File: src/rtl/odcc_pkg.sv
// Shared constants and types of the octal converter configuration control block
`default_nettype none

package odcc_pkg;

  // ********************************************************************
  // Geometry
  // ********************************************************************
  localparam int NUM_CH = 8;
  localparam int DATA_W = 16;
  localparam int ADDR_W = 5;
  localparam int CH_W   = 3;

  // ********************************************************************
  // Register command codes (5-bit address)
  // ********************************************************************
  localparam logic [ADDR_W-1:0] ADDR_CONFIG = 5'h00;
  localparam logic [1:0]        KIND_CHAN   = 2'h1;  // 01ccc: channel data
  localparam logic [1:0]        KIND_ZERO   = 2'h2;  // 10ccc: zero register
  localparam logic [1:0]        KIND_GAIN   = 2'h3;  // 11ccc: gain register

  // ********************************************************************
  // Configuration register layout
  // ********************************************************************
  localparam int BIT_READBACK_SEL = 15;
  localparam int BIT_SYNC_LD      = 14;
  localparam int BIT_SOFT_RST     = 13;
  localparam int BIT_PD_A         = 12;
  localparam int BIT_PD_B         = 11;
  localparam int BIT_CAL_EN       = 10;

  localparam logic [DATA_W-1:0] CFG_RESET  = 16'h8000;
  localparam logic [DATA_W-1:0] CFG_WMASK  = 16'h9C00;  // Stored bits only
  localparam logic [DATA_W-1:0] GAIN_RESET = 16'h8000;
  localparam logic [DATA_W-1:0] ZERO_RESET = 16'h0000;
  localparam logic [DATA_W-1:0] DATA_RESET = 16'h0000;
  localparam logic [DATA_W-1:0] CODE_MAX   = 16'hFFFF;

  // Gain of 8000h is unity, so the product is scaled down by 15 bits
  localparam int GAIN_SHIFT = 15;

  // Synchroniser idle level of the active-low load pin
  localparam logic [1:0] PIN_SYNC_RESET = 2'h3;

  // ********************************************************************
  // Types
  // ********************************************************************
  typedef enum logic {ODCC_ENG_IDLE, ODCC_ENG_BUSY} odcc_eng_e;

endpackage : odcc_pkg

`default_nettype wire

File: src/rtl/odcc_mem.sv
// Small single-port-write, registered-read memory for raw input data words
`default_nettype none

module odcc_mem #(
  parameter int WIDTH = 16,
  parameter int DEPTH = 8,
  parameter int AW    = 3
) (
  // Clock
  input  wire logic             clk_sys,
  // Write port
  input  wire logic             wr_en,
  input  wire logic [AW-1:0]    wr_addr,
  input  wire logic [WIDTH-1:0] wr_data,
  // Read port
  input  wire logic             rd_en,
  input  wire logic [AW-1:0]    rd_addr,
  output var  logic [WIDTH-1:0] rd_data
);

  logic [WIDTH-1:0] mem_q [DEPTH];

  // No reset on the array; the owner tracks which entries hold valid data
  always_ff @(posedge clk_sys) begin
    if (wr_en) begin
      mem_q[wr_addr] <= wr_data;
    end
  end

  // Read before write: a same-cycle write shows on the next read
  always_ff @(posedge clk_sys) begin
    if (rd_en) begin
      rd_data <= mem_q[rd_addr];
    end
  end

endmodule // odcc_mem

`default_nettype wire

File: src/rtl/odcc_ctrl.sv
// Configuration, correction and output-latch control of an eight-channel converter
`default_nettype none

module odcc_ctrl
  import odcc_pkg::*;
(
  // Clock and reset
  input  wire logic                     clk_sys,
  input  wire logic                     arst_n,
  // Register access port
  input  wire logic                     reg_wr_en,
  input  wire logic                     reg_rd_en,
  input  wire logic [ADDR_W-1:0]        reg_addr,
  input  wire logic [DATA_W-1:0]        reg_wdata,
  output var  logic [DATA_W-1:0]        reg_rdata,
  output var  logic                     reg_rd_valid,
  // Load pin, active low, asynchronous to clk_sys
  input  wire logic                     async_latch_load_pin_n,
  // Converter side
  output var  logic [NUM_CH*DATA_W-1:0] latch_data,
  output var  logic [NUM_CH-1:0]        chan_output_hiz,
  output var  logic                     sync_latch_update_cmd
);
  // Internal state and decode nets
  logic [1:0]        pin_sync_reg;
  logic              pin_high, soft_rst_reg, cfg_wr, chan_wr, zero_wr, gain_wr, cal_en;
  logic              pend_cal_reg, ld_fire, load_now, rd_pend_reg, rd_in_valid_reg;
  logic [DATA_W-1:0] cfg_reg, cfg_rd, pend_raw_reg, eng_result, mem_rdata, rdata_next;
  logic [CH_W-1:0]   wr_ch, pend_ch_reg;
  logic [ADDR_W-1:0] rd_addr_reg;
  logic [NUM_CH-1:0] accessed_reg, in_valid_reg;
  odcc_eng_e         eng_state_reg;
  logic [DATA_W-1:0] chan_data_reg [NUM_CH], latch_reg [NUM_CH];
  logic [DATA_W-1:0] gain_reg [NUM_CH], zero_reg [NUM_CH];
  // ********************************************************************
  // Pin synchroniser and software reset
  // ********************************************************************
  // Two stages before anyone looks at the load pin
  always_ff @(posedge clk_sys or negedge arst_n) begin
    if (!arst_n) begin
      pin_sync_reg <= PIN_SYNC_RESET;
    end else begin
      pin_sync_reg <= {pin_sync_reg[0], async_latch_load_pin_n};
    end
  end
  assign pin_high = pin_sync_reg[1];
  // One-cycle pulse; it clears itself because a high pulse masks its own next request
  always_ff @(posedge clk_sys or negedge arst_n) begin
    if (!arst_n) begin
      soft_rst_reg <= 1'b0;
    end else begin
      soft_rst_reg <= cfg_wr && reg_wdata[BIT_SOFT_RST] && !soft_rst_reg;
    end
  end
  // Write decode, shared by the register and the per-channel stores
  assign cfg_wr  = reg_wr_en && (reg_addr == ADDR_CONFIG);
  assign chan_wr = reg_wr_en && (reg_addr[ADDR_W-1 -: 2] == KIND_CHAN);
  assign zero_wr = reg_wr_en && (reg_addr[ADDR_W-1 -: 2] == KIND_ZERO);
  assign gain_wr = reg_wr_en && (reg_addr[ADDR_W-1 -: 2] == KIND_GAIN);
  assign wr_ch   = reg_addr[CH_W-1:0];
  assign cal_en  = cfg_reg[BIT_CAL_EN];

  // ********************************************************************
  // Configuration register
  // ********************************************************************
  // Only select, power-down and calibration bits are stored; bit 9 never is
  always_ff @(posedge clk_sys or negedge arst_n) begin
    if (!arst_n) begin
      cfg_reg <= CFG_RESET;
    end else if (soft_rst_reg) begin
      cfg_reg <= CFG_RESET;
    end else if (cfg_wr) begin
      cfg_reg <= reg_wdata & CFG_WMASK;
    end
  end
  // Sync-load waits while the engine holds a word, so it never loads stale data
  assign ld_fire  = sync_latch_update_cmd && (eng_state_reg == ODCC_ENG_IDLE);
  assign load_now = ld_fire || !pin_high;
  // Command bit; a new request beats the clear of an old one
  always_ff @(posedge clk_sys or negedge arst_n) begin
    if (!arst_n) begin
      sync_latch_update_cmd <= 1'b0;
    end else if (soft_rst_reg) begin
      sync_latch_update_cmd <= 1'b0;
    end else if (cfg_wr && reg_wdata[BIT_SYNC_LD] && pin_high) begin
      sync_latch_update_cmd <= 1'b1;
    end else if (load_now) begin
      sync_latch_update_cmd <= 1'b0;
    end
  end
  // Readback view: command bits show live state, reserved bits read 0
  always_comb begin
    cfg_rd               = cfg_reg;
    cfg_rd[BIT_SYNC_LD]  = sync_latch_update_cmd;
    cfg_rd[BIT_SOFT_RST] = soft_rst_reg;
  end

  // ********************************************************************
  // Correction engine
  // ********************************************************************
  // Every channel write outside a soft reset cycle takes one pass stage; correction applies only when enabled
  always_ff @(posedge clk_sys or negedge arst_n) begin
    if (!arst_n) begin
      eng_state_reg <= ODCC_ENG_IDLE;
      pend_ch_reg   <= '0;
      pend_raw_reg  <= DATA_RESET;
      pend_cal_reg  <= 1'b0;
    end else begin
      eng_state_reg <= (chan_wr && !soft_rst_reg) ? ODCC_ENG_BUSY : ODCC_ENG_IDLE; // Lost in soft reset
      if (chan_wr) begin
        pend_ch_reg  <= wr_ch;
        pend_raw_reg <= reg_wdata;
        pend_cal_reg <= cal_en;
      end
    end
  end
  // Unsigned gain product, signed zero, clamped to the code range
  always_comb begin
    logic [2*DATA_W-1:0] prod;
    logic signed [DATA_W+2:0] sum;
    prod = '0;
    sum  = '0;
    eng_result = pend_raw_reg;
    if (pend_cal_reg) begin
      prod = pend_raw_reg * gain_reg[pend_ch_reg];
      sum  = $signed({2'b00, prod[2*DATA_W-1:GAIN_SHIFT]})
           + $signed({{3{zero_reg[pend_ch_reg][DATA_W-1]}}, zero_reg[pend_ch_reg]});
      if (sum < 0) begin
        eng_result = DATA_RESET;
      end else if (sum > $signed({3'b000, CODE_MAX})) begin
        eng_result = CODE_MAX;
      end else begin
        eng_result = sum[DATA_W-1:0];
      end
    end
  end

  // ********************************************************************
  // Per-channel registers and latches
  // ********************************************************************
  for (genvar g = 0; g < NUM_CH; g++) begin : g_chan
    localparam logic [CH_W-1:0] CH = CH_W'(g);
    logic upd;
    assign upd = (eng_state_reg == ODCC_ENG_BUSY) && (pend_ch_reg == CH);
    // Channel data word holds the engine output, not the raw word
    always_ff @(posedge clk_sys or negedge arst_n) begin
      if (!arst_n) begin
        chan_data_reg[g] <= DATA_RESET;
      end else if (soft_rst_reg) begin
        chan_data_reg[g] <= DATA_RESET;
      end else if (upd) begin
        chan_data_reg[g] <= eng_result;
      end
    end
    // Accessed mark; a fresh update survives a simultaneous load
    always_ff @(posedge clk_sys or negedge arst_n) begin
      if (!arst_n) begin
        accessed_reg[g] <= 1'b0;
      end else if (soft_rst_reg) begin
        accessed_reg[g] <= 1'b0;
      end else if (upd) begin
        accessed_reg[g] <= 1'b1;
      end else if (load_now) begin
        accessed_reg[g] <= 1'b0;
      end
    end
    // Untouched channels keep their latch, avoiding needless glitches
    always_ff @(posedge clk_sys or negedge arst_n) begin
      if (!arst_n) begin
        latch_reg[g] <= DATA_RESET;
      end else if (soft_rst_reg) begin
        latch_reg[g] <= DATA_RESET;
      end else if (load_now && accessed_reg[g]) begin
        latch_reg[g] <= chan_data_reg[g];
      end
    end
    assign latch_data[g*DATA_W +: DATA_W] = latch_reg[g];
    // Calibration coefficients
    always_ff @(posedge clk_sys or negedge arst_n) begin
      if (!arst_n) begin
        gain_reg[g] <= GAIN_RESET;
        zero_reg[g] <= ZERO_RESET;
      end else if (soft_rst_reg) begin
        gain_reg[g] <= GAIN_RESET;
        zero_reg[g] <= ZERO_RESET;
      end else begin
        if (gain_wr && wr_ch == CH) begin
          gain_reg[g] <= reg_wdata;
        end
        if (zero_wr && wr_ch == CH) begin
          zero_reg[g] <= reg_wdata;
        end
      end
    end
    // Input word validity; the memory itself cannot be cleared by reset
    always_ff @(posedge clk_sys or negedge arst_n) begin
      if (!arst_n) begin
        in_valid_reg[g] <= 1'b0;
      end else if (soft_rst_reg) begin
        in_valid_reg[g] <= 1'b0;
      end else if (chan_wr && wr_ch == CH) begin
        in_valid_reg[g] <= 1'b1;
      end
    end
    // Power-down groups: lower half is group A, upper half group B; a soft reset clears at once
    always_ff @(posedge clk_sys or negedge arst_n) begin
      if (!arst_n) begin
        chan_output_hiz[g] <= 1'b0;
      end else begin
        chan_output_hiz[g] <= !soft_rst_reg && cfg_reg[(g < NUM_CH / 2) ? BIT_PD_A : BIT_PD_B];
      end
    end
  end

  // ********************************************************************
  // Raw input store and readback
  // ********************************************************************
  odcc_mem #(
    .WIDTH (DATA_W),
    .DEPTH (NUM_CH),
    .AW    (CH_W)
  ) u_in_mem (
    .clk_sys (clk_sys),
    .wr_en   (chan_wr),
    .wr_addr (wr_ch),
    .wr_data (reg_wdata),
    .rd_en   (reg_rd_en),
    .rd_addr (reg_addr[CH_W-1:0]),
    .rd_data (mem_rdata)
  );
  // Stage one: address capture while the memory reads
  always_ff @(posedge clk_sys or negedge arst_n) begin
    if (!arst_n) begin
      rd_pend_reg     <= 1'b0;
      rd_addr_reg     <= '0;
      rd_in_valid_reg <= 1'b0;
    end else begin
      rd_pend_reg <= reg_rd_en && !soft_rst_reg; // A read in the soft reset cycle is lost
      if (reg_rd_en) begin
        rd_addr_reg     <= reg_addr;
        rd_in_valid_reg <= in_valid_reg[reg_addr[CH_W-1:0]];
      end
    end
  end
  // Stage two: select the answer; unmapped codes read 0
  always_comb begin
    rdata_next = '0;
    if (rd_addr_reg == ADDR_CONFIG) begin
      rdata_next = cfg_rd;
    end else if (rd_addr_reg[ADDR_W-1 -: 2] == KIND_CHAN) begin
      if (cfg_reg[BIT_READBACK_SEL]) begin
        rdata_next = chan_data_reg[rd_addr_reg[CH_W-1:0]];
      end else if (rd_in_valid_reg) begin
        rdata_next = mem_rdata;
      end
    end else if (rd_addr_reg[ADDR_W-1 -: 2] == KIND_ZERO) begin
      rdata_next = zero_reg[rd_addr_reg[CH_W-1:0]];
    end else if (rd_addr_reg[ADDR_W-1 -: 2] == KIND_GAIN) begin
      rdata_next = gain_reg[rd_addr_reg[CH_W-1:0]];
    end
  end
  // Answer registers
  always_ff @(posedge clk_sys or negedge arst_n) begin
    if (!arst_n) begin
      reg_rdata    <= '0;
      reg_rd_valid <= 1'b0;
    end else if (soft_rst_reg) begin
      reg_rdata    <= '0;
      reg_rd_valid <= 1'b0;
    end else begin
      reg_rd_valid <= rd_pend_reg;
      if (rd_pend_reg) begin
        reg_rdata <= rdata_next;
      end
    end
  end
endmodule // odcc_ctrl

`default_nettype wire

File: config.mk
export PLATFORM = sky130hd
export DESIGN_NAME = odcc_ctrl
export DESIGN_NICKNAME = d
export VERILOG_FILES = /design/src/rtl/odcc_pkg.sv /design/src/rtl/odcc_mem.sv /design/src/rtl/odcc_ctrl.sv
export SDC_FILE = /design/constraint.sdc
export NUM_CORES = 2
export LEC_CHECK = 0
export BUFFER_PORTS_ARGS = -buffer_cell sky130_fd_sc_hd__buf_4
export CORE_MARGIN = 10
export CORE_UTILIZATION = 29
export CTS_BUF_LIST = sky130_fd_sc_hd__clkbuf_2
export DETAILED_ROUTE_END_ITERATION = 16
export PLACE_DENSITY_LB_ADDON = 0.12
export SLEW_MARGIN = 20
export SYNTH_ARGS = -nofsm -noshare
export SYNTH_HDL_FRONTEND = slang
export SYNTH_SLANG_ARGS = --single-unit
File: constraint.sdc
create_clock -name clk_sys -period 20.8 [get_ports clk_sys]
set_input_delay 3.12 -clock clk_sys [delete_from_list [all_inputs] [get_ports clk_sys]]
set_output_delay 3.12 -clock clk_sys [all_outputs]
set_load 0.02 [all_outputs]
==> reports/results.tsv <==
metric	value	unit
synth-edff-count	144	
r2r-start	pend_ch_reg[0]$_DFFE_PN0P_	
grt_pass1_vias	32032	
place_ws	9.21	ns
drcViolationCount	0	
setup_viol	0	
cts_repair_resize_count	0	
vias_per_cell	5.19	
die_x	402	um
hold-path-endpoint	pin_sync_reg[1]$_DFF_PN1_	
max_stage_delay	0.88	ns
dpl_cell_area	45700	sq um
worst_ep_arrival_time	12.86	ns
required	22.12	ns
yosys-top-cells-area	dfrtp_1, mux4_2, edfxtp_1, fa_1, nand2_1	
total_power	8.63	mW
seq_area_frac_synth	0.448	
antenna_found_initial	9	
start_util	0.291	
grt.total_usage	0.193	
wl_per_cell	26.2	um
synth-main-ff-cell	dfrtp_1	
ys_seq_elements	727	
timing.rr.end	chan_data_reg[70]$_DFFE_PN0P_	
whs	0.382	ns
htree_num_levels	4	
tritoncts	yes	
ir_worst_vdd	321	uV
synth_top_area_frac	0.339	
fin_crit_sh	0.555	
cts-root-buf	clkbuf_2	
critPathCaptureType	flop	
power_density	182	nW/um^2
io_buffers	179	
grt_overflow	0	
ff2ff_path_depth	31	
numCtsBuffers	192	
rows	140	
final_hold_viol_count	0	
design.die.area	161000	sq um
synthTopCellsByCount	nand2_1, dfrtp_1, a21oi_1	
area_growth	12.4	%
period_needed	11.54	ns
yosysUniqueCellTypes	73	
max_freq	0.0867	GHz
fin_nets	4321	
drv_slew	0	
outcome	finished, final reports clean	
drive_gt1_frac	0.225	
setup_tns	0	ns
finish.utilization	0.327	
layout_setup_ws	9.26	ns
path_common_cell	fa_1	
timing_worst_slew_pin_value	1.18	ns
cts.sinks	727	
leakage	20.8	nW
final_cells	6061	
crit_path_start	pend_ch_reg[0]$_DFFE_PN0P_	
cp_slowest_cell	dfrtp_4	
crit_fanout	44	
clk_path_buf_depth	3	
ant_nets	0	
netlist_area	42300	sq um
min_path_cells	0	
postSynthCellCount	3799	
die_y	402	um
synth_nets	4138	
syn_area_per_cell	11.1	sq um
grt_max_degree	166	
core_area	145000	sq um
cts_hold_buf	0	
async_reset_ff_frac	0.802	
gp_congestion	0.819	
clk_pin_slew_worst_paths	0.11	ns
hpwl	107000	um
wirelength	159000	um
fin_worst_skew	0.165	ns
first_pass_iters	5	
max-cap-violations	0	
fillCellCount	14800	
vias	31484	
synth_top_cell_by_area	dfrtp_1	
ys_warn_count	0	
min_from	pin_sync_reg[0]$_DFF_PN1_	
design_area	47500	sq um
relSlewSlack	0.214	
grt_pass1_wl	232000	um
ioPinCount	180	
r2r_slack	9.26	ns
synth.most_common_cell	nand2_1	
startpoint_type	flop	
hold_path.class	flop to flop	
place_inst	5705	
rsz0062_at_grt	no	
post-cts-setup-buffers	0	
drtIter0Drc	2618	
critPathKind	flop to flop	
clk-insertion-delay-late	1.61	ns
-- cell type report --
class	count	area (sq um)	area share
clock buffers	302	1510	0.0318
multi-input cells	2556	21400	0.452
flip-flops and latches	727	18900	0.399
diodes	9	22.5	0.000474
repair buffers	261	1980	0.0417
well taps	1917	2400	0.0505
inverters	244	916	0.0193
clock inverters	45	280	0.00590
-- where the power goes --
| part | internal, mW | switching [mW] | total [mW] |
|---|---|---|---|
| Sequential | 1.74 | 0.336 | 2.08 |
| Combinational | 2.08 | 3.41 | 5.49 |
| Clock | 0.414 | 0.652 | 1.07 |
-- worst max-delay path: cells and delay by family, from the launching register on --
| kind | cells | cell delay (ns) |
|---|---|---|
| buf+inv | 5 | 1.06 |
| mux | 3 | 1.27 |
| flops | 1 | 0.88 |
| fa+ha+maj | 8 | 3.54 |
| compound gates | 12 | 3.96 |
| simple gates | 3 | 0.51 |
-- metal layers --
metal | up-vias | GRT usage | wire, um
li1 | 13777 | - | -
met1 | 16555 | 0.274 | 73800
met2 | 948 | 0.302 | 73200
met3 | 204 | 0.0338 | 8330
met4 | 0 | 0.0540 | 3580
met5 | - | 0 | 0
-- cells in the final DEF (no fill, tap or decap), types with 13 or more instances in the layout --
cell      synthesis  routed
nor2b_1          54      53
fa_1            194     194
nor3_1           24      22
nand2b_1         28      28
a221o_1          16      16
edfxtp_1        144     144
nand2_1         774     774
o21ai_0          81      80
xnor2_1          14      14
mux4_2          208     208
a21oi_1         312     310
nand3b_1         31      31
clkinv_1          1      28
and2_1           79      79
mux2_2           87      87
inv_1           242     242
a22o_1          173     173
buf_4             6     259
nand3_1          21      21
dfrtp_1         572     565
a22oi_1          15      15
o41ai_1          16      16
ha_1            119     119
clkbuf_2          0     302
o31ai_1          13      13
nor2_1          135     120
a21o_1           15      15
nor2_2            0      13
-- worst max path at each step --
stage                                           to  slack [ns]  cells past startpoint
floorplan           chan_data_reg[123]$_DFFE_PN0P_       11.13                     35
global placement     chan_data_reg[91]$_DFFE_PN0P_        9.03                     31
detailed placement   chan_data_reg[20]$_DFFE_PN0P_        9.21                     31
CTS                  chan_data_reg[91]$_DFFE_PN0P_        9.06                     31
global route         chan_data_reg[64]$_DFFE_PN0P_        8.41                     31
finish               chan_data_reg[70]$_DFFE_PN0P_        9.26                     31
-- cell families (layout without fill, tap and decap cells) --
kind of cell,after synthesis,count (layout),share of synthesized area
flops,727,727,0.448
other cells,0,9,0
compound gates,727,727,0.114
simple gates,1185,1185,0.122
buf+inv,516,852,0.0467
mux,308,308,0.137
xor+xnor,23,23,0.00477
fa+ha+maj,313,313,0.127
No activity file was read; power rests on OpenSTA's default activity.
